**config.mk**
```make
export PLATFORM = sky130hd
export DESIGN_NAME = ssp_core
export DESIGN_NICKNAME = d
export VERILOG_FILES = /design/src/hdl/ssp_pkg.sv /design/src/hdl/ssp_core.sv
export SDC_FILE = /design/constraint.sdc
export NUM_CORES = 1
export LEC_CHECK = 0
export BUFFER_PORTS_ARGS = -buffer_cell sky130_fd_sc_hd__buf_2
export CAP_MARGIN = 20
export CORE_UTILIZATION = 25
export CTS_CLUSTER_SIZE = 40
export DETAILED_ROUTE_END_ITERATION = 16
export GPL_ROUTABILITY_DRIVEN = 0
export PLACE_DENSITY = 0.48
export SLEW_MARGIN = 20
export SYNTH_ARGS = -nofsm -noshare
export SYNTH_HDL_FRONTEND = slang
export SYNTH_SLANG_ARGS = --single-unit
```
**constraint.sdc**
```tcl
create_clock -name clk_in -period 9.7 [get_ports clk_in]
set_input_delay 1.455 -clock clk_in [delete_from_list [all_inputs] [get_ports clk_in]]
set_output_delay 1.455 -clock clk_in [all_outputs]
set_load 0.02 [all_outputs]
```
**src/hdl/ssp_pkg.sv**
```systemverilog
// Purpose: shared types and constants of the synchronous serial port
// Assumes: one 100 MHz system clock
// Notes:   all widths and counts of the port are named here
package ssp_pkg;
	localparam int SSP_WIDTH = 16;
	localparam int SSP_DEPTH = 8;
	localparam int CLK_MHZ   = 100;
	// receive idle time before a time-out is flagged
	localparam int TIMEOUT_NS  = 10240;
	localparam int TIMEOUT_CYC = TIMEOUT_NS * CLK_MHZ / 1000;
	// service levels of the fifos
	localparam int TX_SERVICE_LEVEL = 4;
	localparam int RX_SERVICE_LEVEL = 4;
	// interrupt source positions
	localparam int IRQ_TX  = 0;
	localparam int IRQ_RX  = 1;
	localparam int IRQ_TMO = 2;
	localparam int IRQ_OVR = 3;
	localparam int IRQ_N   = 4;
	// frame constants
	localparam logic [4:0] CMD_DATA_START = 5'h09;
	localparam logic [4:0] CMD_EXTRA_BITS = 5'h0A;
	localparam logic [3:0] SIZE_TOP       = 4'hF;
	localparam logic [1:0] TI_SETUP_HALF  = 2'h2;
	localparam logic [1:0] SPI_SETUP_HALF = 2'h1;
	localparam logic [6:0] PRE_HALF_MIN   = 7'h01;

	typedef enum logic [1:0] {SSP_FMT_TI, SSP_FMT_SPI, SSP_FMT_CMD} ssp_fmt_type;

	// configuration bits
	typedef struct packed {
		logic        enable;
		logic        master;
		logic        loopback;
		ssp_fmt_type fmt;
		logic        clock_polarity_sel;
		logic        clock_phase_sel;
		logic [3:0]  size;
		logic [7:0]  prescale_divisor;
		logic [7:0]  serial_rate_field;
	} ssp_cfg_type;

	// pins seen from outside
	typedef struct packed {
		logic serial_bit_clock;
		logic frame_select_line;
		logic serial_in_line;
	} ssp_pin_in_type;

	typedef struct packed {
		logic serial_bit_clock;
		logic sclk_oe_n;
		logic frame_select_line;
		logic fss_oe_n;
		logic serial_out_line;
		logic sdo_oe_n;
	} ssp_pin_out_type;
endpackage

```
**src/hdl/ssp_core.sv**
```systemverilog
// Purpose: synchronous serial port, master or slave, three frame formats
// Assumes: pins synchronous to clk_in; config held stable during frames
// Notes:   cpu side is a push port, a pop port and plain status bits
// Operation
// - First divide the system clock by an even prescale of 2 to 254.
// - Then divide by one plus the rate field, giving 1 to 256.
// - Master clock at most half sysclk; slave clock at most sysclk over 12.
// - Transmit fifo holds eight 16-bit words, filled by cpu, drained by shifter.
// - Receive fifo holds eight 16-bit words until the cpu pops them.
// - Incoming bits are caught in a shift register, then loaded in parallel.
// - Slave with empty fifo resends the eighth latest word, else zero.
// - Transmit fifo emptying can raise an interrupt or a dma request.
// - Fifos serve dma per direction, enabled by dma control bits.
// - Four interrupt conditions are ORed onto one request line.
// - Each source has a mask bit; one enables it onto the output.
// - Raw and masked state of every source can be read.
// - Word length 4 to 16 bits, sent most significant bit first.
// - Serial clock stays at its idle level except during transfers.
// - Time-out flags when receive data waits while the clock stays idle.
// - Spi and command formats hold an active low frame select all frame.
// - Frame-pulse format pulses select one period; drive rising, sample falling.
// - Frame-pulse idle holds clock and select low, data output floats.
// - Frame-pulse start pulses select, loads shifter, msb follows on rising edge.
// - Frame-pulse received word enters fifo on first rising edge after lsb.
// - Command format sends 8 bits ignoring input, waits one clock, reads back.
// - Spi polarity low idles clock low, high idles it high.
// - Spi phase low samples on first transition, high on the second.
`timescale 1ns/100ps
module ssp_core #(
	parameter int DEPTH       = ssp_pkg::SSP_DEPTH,
	parameter int TIMEOUT_CYC = ssp_pkg::TIMEOUT_CYC
) (
	// clock and reset
	input  wire logic                   clk_in,
	input  wire logic                   reset_in,
	// configuration and masks
	input  wire ssp_pkg::ssp_cfg_type   cfg_in,
	input  wire logic [3:0]             irq_mask_in,
	input  wire logic [1:0]             dma_enable_in,
	input  wire logic [1:0]             irq_clear_in,
	// transmit push port
	input  wire logic                   wr_valid_in,
	input  wire logic [15:0]            wr_data_in,
	output logic                        wr_ready_out,
	// receive pop port
	input  wire logic                   rd_pop_in,
	output logic [15:0]                 rd_data_out,
	output logic                        rd_valid_out,
	// status
	output logic [3:0]                  irq_raw_out,
	output logic [3:0]                  irq_masked_out,
	output logic                        irq_out,
	output logic                        tx_dma_req_out,
	output logic                        rx_dma_req_out,
	output logic                        busy_out,
	// serial pins
	input  wire ssp_pkg::ssp_pin_in_type pin_in,
	output ssp_pkg::ssp_pin_out_type    pin_out
);
	localparam int AW = $clog2(DEPTH);

	if (DEPTH < 2 || (DEPTH & (DEPTH - 1)) != 0) begin : g_chk
		$error("ssp_core: DEPTH must be a power of two");
	end
	if (TIMEOUT_CYC < 2 || TIMEOUT_CYC > 65535) begin : g_chk_tmo
		$error("ssp_core: TIMEOUT_CYC out of range");
	end

	typedef enum logic [1:0] {ST_IDLE, ST_SETUP, ST_XFER, ST_END} ssp_state_type;

	ssp_state_type           st_reg;
	logic [15:0]             tx_mem [DEPTH];
	logic [15:0]             rx_mem [DEPTH];
	logic [AW:0]             tx_wr_reg, tx_rd_reg, rx_wr_reg, rx_rd_reg;
	logic [AW:0]             tx_count, rx_count;
	logic                    tx_empty, tx_full, rx_empty, rx_full;
	logic                    tx_push, tx_pop, rx_push, rx_pop;
	logic [15:0]             tx_shift_reg, rx_shift_reg, rx_word;
	logic [4:0]              bit_idx_reg, total_bits;
	logic [5:0]              hcnt_reg;
	logic [6:0]              pre_cnt_reg, pre_half;
	logic [7:0]              rate_cnt_reg;
	logic                    half_tick, sclk_reg, sclk_prev_reg, fss_prev_reg;
	logic                    is_ti, is_cmd, idle_lvl, samp_lead, din;
	logic                    edge_ev, lead_ev, trail_ev, samp_ev, shift_ev, last_samp;
	logic                    m_start, s_start, load, s_abort, ti_pend_reg;
	logic [15:0]             tmo_cnt_reg;
	logic                    tmo_reg, ovr_reg;
	ssp_pkg::ssp_pin_out_type pins_next;

	// format decode
	assign is_ti     = cfg_in.fmt == ssp_pkg::SSP_FMT_TI;
	assign is_cmd    = cfg_in.fmt == ssp_pkg::SSP_FMT_CMD;
	assign idle_lvl  = (cfg_in.fmt == ssp_pkg::SSP_FMT_SPI) & cfg_in.clock_polarity_sel;
	assign samp_lead = is_cmd | (!is_ti & !cfg_in.clock_phase_sel);
	assign total_bits = is_cmd ? 5'(cfg_in.size) + ssp_pkg::CMD_EXTRA_BITS
	                           : 5'(cfg_in.size) + 5'h01;
	assign din = cfg_in.loopback ? tx_shift_reg[15] : pin_in.serial_in_line;
	// a push on the last sample must take that sample's bit along
	assign rx_word = is_ti ? rx_shift_reg : {rx_shift_reg[14:0], din};

	// fifo bookkeeping
	assign tx_count = tx_wr_reg - tx_rd_reg;
	assign rx_count = rx_wr_reg - rx_rd_reg;
	assign tx_empty = tx_count == '0;
	assign rx_empty = rx_count == '0;
	assign tx_full  = tx_count == (AW+1)'(DEPTH);
	assign rx_full  = rx_count == (AW+1)'(DEPTH);
	assign wr_ready_out = !tx_full;
	assign tx_push  = wr_valid_in & !tx_full;
	assign rx_pop   = rd_pop_in & !rx_empty;
	assign rd_valid_out = !rx_empty;
	assign rd_data_out  = rx_mem[rx_rd_reg[AW-1:0]];

	// transmit fifo; storage clears at reset so an early replay sends zero
	always_ff @(posedge clk_in) begin
		if (reset_in) begin
			for (int i = 0; i < DEPTH; i++) begin
				tx_mem[i] <= 16'h0000;
			end
			tx_wr_reg <= '0;
			tx_rd_reg <= '0;
		end else begin
			if (tx_push) begin
				tx_mem[tx_wr_reg[AW-1:0]] <= wr_data_in;
				tx_wr_reg <= tx_wr_reg + 1'b1;
			end
			if (tx_pop) begin
				tx_rd_reg <= tx_rd_reg + 1'b1;
			end
		end
	end

	// receive fifo; a word arriving when full is dropped
	always_ff @(posedge clk_in) begin
		if (reset_in) begin
			rx_wr_reg <= '0;
			rx_rd_reg <= '0;
		end else begin
			if (rx_push && !rx_full) begin
				rx_mem[rx_wr_reg[AW-1:0]] <= rx_word;
				rx_wr_reg <= rx_wr_reg + 1'b1;
			end
			if (rx_pop) begin
				rx_rd_reg <= rx_rd_reg + 1'b1;
			end
		end
	end

	// bit-rate divider: half period = prescale/2 * (1 + rate) cycles
	assign pre_half  = (cfg_in.prescale_divisor[7:1] == 7'h00) ? ssp_pkg::PRE_HALF_MIN
	                 : cfg_in.prescale_divisor[7:1];
	assign half_tick = cfg_in.master && st_reg != ST_IDLE && pre_cnt_reg == pre_half - 1'b1
	                 && rate_cnt_reg == cfg_in.serial_rate_field;

	always_ff @(posedge clk_in) begin
		if (reset_in || st_reg == ST_IDLE || !cfg_in.master) begin
			pre_cnt_reg  <= 7'h00;
			rate_cnt_reg <= 8'h00;
		end else if (pre_cnt_reg == pre_half - 1'b1) begin
			pre_cnt_reg  <= 7'h00;
			rate_cnt_reg <= (rate_cnt_reg == cfg_in.serial_rate_field) ? 8'h00
			              : rate_cnt_reg + 1'b1;
		end else begin
			pre_cnt_reg <= pre_cnt_reg + 1'b1;
		end
	end

	// clock edges: own divider as master, sampled pin as slave
	always_ff @(posedge clk_in) begin
		if (reset_in) begin
			sclk_prev_reg <= 1'b0;
			fss_prev_reg  <= 1'b1;
		end else begin
			sclk_prev_reg <= pin_in.serial_bit_clock;
			fss_prev_reg  <= pin_in.frame_select_line;
		end
	end

	assign edge_ev = cfg_in.master ? (st_reg == ST_XFER && half_tick)
	               : (cfg_in.enable && pin_in.serial_bit_clock != sclk_prev_reg);
	assign lead_ev  = edge_ev && ((cfg_in.master ? sclk_reg : sclk_prev_reg) == idle_lvl);
	assign trail_ev = edge_ev && !lead_ev;
	assign samp_ev  = st_reg == ST_XFER && (samp_lead ? lead_ev : trail_ev);
	assign shift_ev = st_reg == ST_XFER && (samp_lead ? trail_ev : lead_ev)
	                && (samp_lead || bit_idx_reg != 5'h00);
	assign last_samp = samp_ev && bit_idx_reg == total_bits - 1'b1;

	// frame start; slave spi with phase high runs on select level
	assign m_start = cfg_in.enable && cfg_in.master && st_reg == ST_IDLE && !tx_empty;
	assign s_start = cfg_in.enable && !cfg_in.master && st_reg == ST_IDLE
	               && ((cfg_in.fmt == ssp_pkg::SSP_FMT_SPI && cfg_in.clock_phase_sel)
	               ? !pin_in.frame_select_line
	               : (fss_prev_reg && !pin_in.frame_select_line));
	assign s_abort = !cfg_in.master && !is_ti && pin_in.frame_select_line;
	assign load    = m_start | s_start;
	assign tx_pop  = load & !tx_empty;

	// frame sequencer
	always_ff @(posedge clk_in) begin
		if (reset_in || !cfg_in.enable) begin
			st_reg   <= ST_IDLE;
			hcnt_reg <= 6'h00;
		end else begin
			case (st_reg)
				ST_IDLE: begin
					hcnt_reg <= 6'h00;
					if (m_start) begin
						st_reg <= ST_SETUP;
					end else if (s_start) begin
						st_reg <= ST_XFER;
					end
				end
				ST_SETUP: begin
					if (half_tick) begin
						if (hcnt_reg == 6'(is_ti ? ssp_pkg::TI_SETUP_HALF
						                           : ssp_pkg::SPI_SETUP_HALF) - 1'b1) begin
							st_reg   <= ST_XFER;
							hcnt_reg <= 6'h00;
						end else begin
							hcnt_reg <= hcnt_reg + 1'b1;
						end
					end
				end
				ST_XFER: begin
					if (!cfg_in.master) begin
						if (last_samp || s_abort) begin
							st_reg <= ST_IDLE;
						end
					end else if (half_tick) begin
						if (hcnt_reg == {total_bits - 1'b1, 1'b1}) begin // last of 2*bits halves
							st_reg <= ST_END;
						end else begin
							hcnt_reg <= hcnt_reg + 1'b1;
						end
					end
				end
				ST_END: begin
					if (half_tick) begin
						st_reg <= ST_IDLE;
					end
				end
				default: begin
					st_reg <= ST_IDLE;
				end
			endcase
		end
	end

	// master serial clock; toggles only in the pulse period and the data bits
	always_ff @(posedge clk_in) begin
		if (reset_in || st_reg == ST_IDLE) begin
			sclk_reg <= reset_in ? 1'b0 : idle_lvl;
		end else if (half_tick && (st_reg == ST_XFER || (st_reg == ST_SETUP && is_ti))) begin
			sclk_reg <= !sclk_reg;
		end
	end

	// transmit shifter, word left aligned so the msb leaves first
	always_ff @(posedge clk_in) begin
		if (reset_in) begin
			tx_shift_reg <= 16'h0000;
		end else if (load) begin
			tx_shift_reg <= is_cmd ? {tx_mem[tx_rd_reg[AW-1:0]][7:0], 8'h00}
			              : tx_mem[tx_rd_reg[AW-1:0]] << (ssp_pkg::SIZE_TOP - cfg_in.size);
		end else if (shift_ev) begin
			tx_shift_reg <= {tx_shift_reg[14:0], 1'b0};
		end
	end

	// receive shifter and bit counter; command phase ignores input
	always_ff @(posedge clk_in) begin
		if (reset_in || load) begin
			rx_shift_reg <= 16'h0000;
			bit_idx_reg  <= 5'h00;
		end else if (samp_ev) begin
			bit_idx_reg <= bit_idx_reg + 1'b1;
			if (!is_cmd || bit_idx_reg >= ssp_pkg::CMD_DATA_START) begin
				rx_shift_reg <= {rx_shift_reg[14:0], din};
			end
		end
	end

	// frame-pulse words wait for the next rising edge before the fifo
	always_ff @(posedge clk_in) begin
		if (reset_in) begin
			ti_pend_reg <= 1'b0;
		end else if (last_samp && is_ti) begin
			ti_pend_reg <= 1'b1;
		end else if (rx_push) begin
			ti_pend_reg <= 1'b0;
		end
	end
	assign rx_push = (last_samp && !is_ti)
	               || (ti_pend_reg && (lead_ev || (st_reg == ST_END && half_tick)));

	// time-out watch: data waiting and no clock activity
	always_ff @(posedge clk_in) begin
		if (reset_in || rx_empty || edge_ev || rx_pop) begin
			tmo_cnt_reg <= 16'h0000;
		end else if (tmo_cnt_reg != 16'(TIMEOUT_CYC - 1)) begin
			tmo_cnt_reg <= tmo_cnt_reg + 1'b1;
		end
	end

	// sticky flags; a new event beats a clear in the same cycle
	always_ff @(posedge clk_in) begin
		if (reset_in) begin
			tmo_reg <= 1'b0;
			ovr_reg <= 1'b0;
		end else begin
			tmo_reg <= (tmo_cnt_reg == 16'(TIMEOUT_CYC - 2)) | (tmo_reg & !irq_clear_in[0]);
			ovr_reg <= (rx_push & rx_full) | (ovr_reg & !irq_clear_in[1]);
		end
	end

	// interrupt and dma status
	always_comb begin
		irq_raw_out = 4'h0;
		irq_raw_out[ssp_pkg::IRQ_TX]  = tx_count <= (AW+1)'(ssp_pkg::TX_SERVICE_LEVEL);
		irq_raw_out[ssp_pkg::IRQ_RX]  = rx_count >= (AW+1)'(ssp_pkg::RX_SERVICE_LEVEL);
		irq_raw_out[ssp_pkg::IRQ_TMO] = tmo_reg;
		irq_raw_out[ssp_pkg::IRQ_OVR] = ovr_reg;
	end
	assign irq_masked_out = irq_raw_out & irq_mask_in;
	assign irq_out        = |irq_masked_out;
	assign tx_dma_req_out = dma_enable_in[0] & irq_raw_out[ssp_pkg::IRQ_TX];
	assign rx_dma_req_out = dma_enable_in[1] & !rx_empty;
	assign busy_out       = st_reg != ST_IDLE || !tx_empty;

	// pin drive; frame-pulse idle floats data, spi select active low
	always_comb begin
		pins_next.serial_bit_clock  = cfg_in.master ? sclk_reg : idle_lvl;
		pins_next.sclk_oe_n         = !(cfg_in.enable && cfg_in.master);
		pins_next.frame_select_line = (st_reg == ST_IDLE) ? !is_ti
		                            : (is_ti ? st_reg == ST_SETUP : 1'b0);
		pins_next.fss_oe_n          = !(cfg_in.enable && cfg_in.master);
		pins_next.serial_out_line   = (st_reg == ST_IDLE) ? 1'b0 : tx_shift_reg[15];
		pins_next.sdo_oe_n          = cfg_in.master ? !(cfg_in.enable && !(is_ti && st_reg == ST_IDLE))
		                            : st_reg != ST_XFER;
	end

	always_ff @(posedge clk_in) begin
		if (reset_in) begin
			pin_out <= '{1'b0, 1'b1, 1'b1, 1'b1, 1'b0, 1'b1};
		end else begin
			pin_out <= pins_next;
		end
	end

	logic [15:0] gap_reg;
	always_ff @(posedge clk_in) begin
		if (reset_in || half_tick || st_reg == ST_IDLE) begin
			gap_reg <= 16'h0000;
		end else begin
			gap_reg <= gap_reg + 1'b1;
		end
	end
endmodule

```
==> run_results.csv <==
group,metric,value,unit
yosys,syn_inst,1359,
yosys,synth_top_area_share,44.5,%
worst_hold_path,hold_class,"flop to flop",
sta,skew,29.8,ps
route,vias_per_cell,4.43,
route,drc,0,
clocking,cts.sinks,365,
sta,slew_viol_final,0,
clocking,cts-root-buf,"clkbuf_16",
worst_setup_path,critPathLaunchType,"input pin",
sta,setup_viol,0,
yosys,synth-edff-count,257,
grt,grt_util_all_layers,12.2,%
sta,slew_headroom,30.0,%
grt,antenna_found_initial,2,
route,firstDrtPassIters,4,
outcome,status,"finished clean",
clocking,cts_tree,"done",
clocking,clkLatencyLatePin,570,ps
place,hpwlAfterDp,26900,um
sta,period_needed,5060,ps
worst_setup_path,crit_path_max_fanout,16,
sta,hold_viol_final,0,
yosys,syn-num-nets,1444,
clocking,cts_max_path_buffers,3,
sta,grt_setup_unrepaired,"false",
floorplan,die_area,70400,sq um
floorplan,core_area,68600,sq um
clocking,clkTransAtPathRegs,60,ps
layout,fillers,6925,
yosys,yosysUniqueCellTypes,74,
layout,area_growth,17.2,%
layout,nNetsFinal,1537,
sta,max_freq,0.198,GHz
place,io_buffers,92,
route,wl_per_cell,17.5,um
yosys,synth_area_per_cell,12.7,sq um
route,drt_iter0_drc,634,
yosys,yosysWarnings,0,
worst_setup_path,worstSetupPathType,"input pin to flop",
yosys,syn_area,17300,sq um
worst_setup_path,worstPathArrival,5300,ps
clocking,cts_hold_buffers,0,
yosys,synth-main-ff-cell,"edfxtp_1",
yosys,synth_common_cells,"257 x edfxtp_1, 140 x and2_1, 113 x nor2_1, 108 x dfxtp_1, 107 x nand2_1",
yosys,synth_seq_cells,365,
yosys,synth_most_common_cell,"edfxtp_1",
floorplan,rows,96,
worst_setup_path,end_kind,"flop",
floorplan,ios,94,
clocking,cts_buffers,42,
layout,drive_gt1_share,21.7,%
clocking,ctsResizeCount,0,
grt,grt-ovfl-total,0,
worst_setup_path,crit_required,9940,ps
yosys,yosys-top-cells-area,"edfxtp_1 45%, dfxtp_1 12%, mux4_2 8.4%, and2_1 5.1%, mux2i_1 3.7%",
clocking,htree_levels,2,
yosys,yosys.area.top_type,"edfxtp_1",
route,routed_wl,42300,um
sta,fin_crit_sh,52.1,%
sta,tightestPinTransition,1050,ps
grt,grt_pass1_wl,66000,um
route,vias,10700,
grt,grt_pass1_vias,11100,
floorplan,die_y,265,um
yosys,seq_area_frac_synth,57.0,%
floorplan,fp.dieW,265,um
yosys,async_reset_ff_share,0,%
pwr,max-vdd-ir-drop,0.126,mV
route,drtAntennaViolNets,0,
pwr,power.density,214,nW/um^2
sta,tns,0,ps
clocking,post_cts.repair.setup_buffers,0,
flow_run,cap_violations,0,
grt,grt_start_max_net_pins,50,
pwr,p_total,4.34,mW
pwr,p_leak,7.23,nW
floorplan,initial_core_util,25.3,%
## routing by layer
layer | vias up | routed length [um] | GRT usage (%) | part of all wire, %
met4 | 2 | 857 | 3.36 | 2.0
met1 | 5289 | 19900 | 16.3 | 47
li1 | 5186 | - | - | -
met3 | 59 | 1530 | 2.13 | 3.6
met2 | 180 | 20000 | 20.0 | 47
met5 | - | 8 | 0 | 0.019
## stage by stage
step | instance area [sq um] | setup slack (ps) | cells | util, % | hold WS [ps]
CTS | 20300 | 4580 | 2416 | 29.6 | 484
global placement | 18900 | 3990 | 2338 | 27.6 | 459
detailed placement | 18900 | 3960 | 2338 | 27.6 | 475
finish | 20300 | 4640 | 2418 | 29.6 | 483
global route | 20300 | 4280 | 2418 | 29.6 | 513
floorplan | 17300 | 3660 | 1359 | - | 429
## cells by family after synthesis
group | Yosys count | synth area share [%]
DFF | 365 | 57.0
xor gates and xnor gates | 77 | 4.23
muxes | 166 | 14.6
buffers and inverters | 95 | 2.18
AOI/OAI and AO/OA | 130 | 5.11
and+or+nand+nor | 499 | 14.9
adders and majority gates | 27 | 1.99
## power breakdown
part | internal, mW | leakage (nW) | total [mW] | switching, mW
clock | 0.897 | 0.666 | 1.57 | 0.676
sequential | 1.74 | 3.24 | 1.78 | 0.0383
combinational | 0.395 | 3.32 | 0.985 | 0.591
## final cells by class
class	count	area, sq um	share of cell area, %
Clock buffer	49	1090	5.35
Clock inverter	29	288	1.42
Timing Repair Buffer	117	652	3.21
Inverter	27	101	0.499
Antenna cell	1	2.50	0.0123
Multi-Input combinational cell	899	7130	35.1
Tap cell	931	1160	5.74
Sequential cell	365	9880	48.7
## path summary, 6_finish.rpt
check | startpoint | to | slack [ps] | depth (start not counted)
max | cfg_in[12] | rx_mem[0][13]$_DFFE_PP_ | 4640 | 13
min | pre_cnt_reg[0]$_SDFF_PP0_ | pre_cnt_reg[0]$_SDFF_PP0_ | 480 | 1
min reg2reg | pre_cnt_reg[0]$_SDFF_PP0_ | pre_cnt_reg[0]$_SDFF_PP0_ | 480 | 1
max reg2reg | tx_wr_reg[1]$_SDFFE_PP0P_ | tx_mem[2][4]$_SDFFCE_PN0P_ | 5830 | 9
## critical path, cell delays in order
cell and delay, ps:
buf_2 130, nor4_1 80, a21oi_1 200, ha_1 230, nor4b_1 350, a21oi_1 130, or4b_4 530, a2111oi_4 510
o211a_1 430, nor3b_4 430, a22oi_4 200, nor4_2 260, buf_4 350
## layout by cell type, fill, tap and decap left out, types with 11 or more instances in the layout
cell	count
a211oi_1	13
a21oi_1	41
and2_1	140
and3_1	11
buf_2	92
buf_4	24
clkbuf_16	42
dfxtp_1	106
edfxtp_1	257
ha_1	26
inv_1	26
mux2_2	36
mux2i_1	64
mux4_2	65
nand2_1	107
nand2b_1	14
nand3_1	24
nor2_1	110
nor2b_1	13
nor3_1	11
o21ai_0	18
or2_2	14
xnor2_1	31
xor2_1	42
Note: power is estimated with default switching activity, not from simulation.
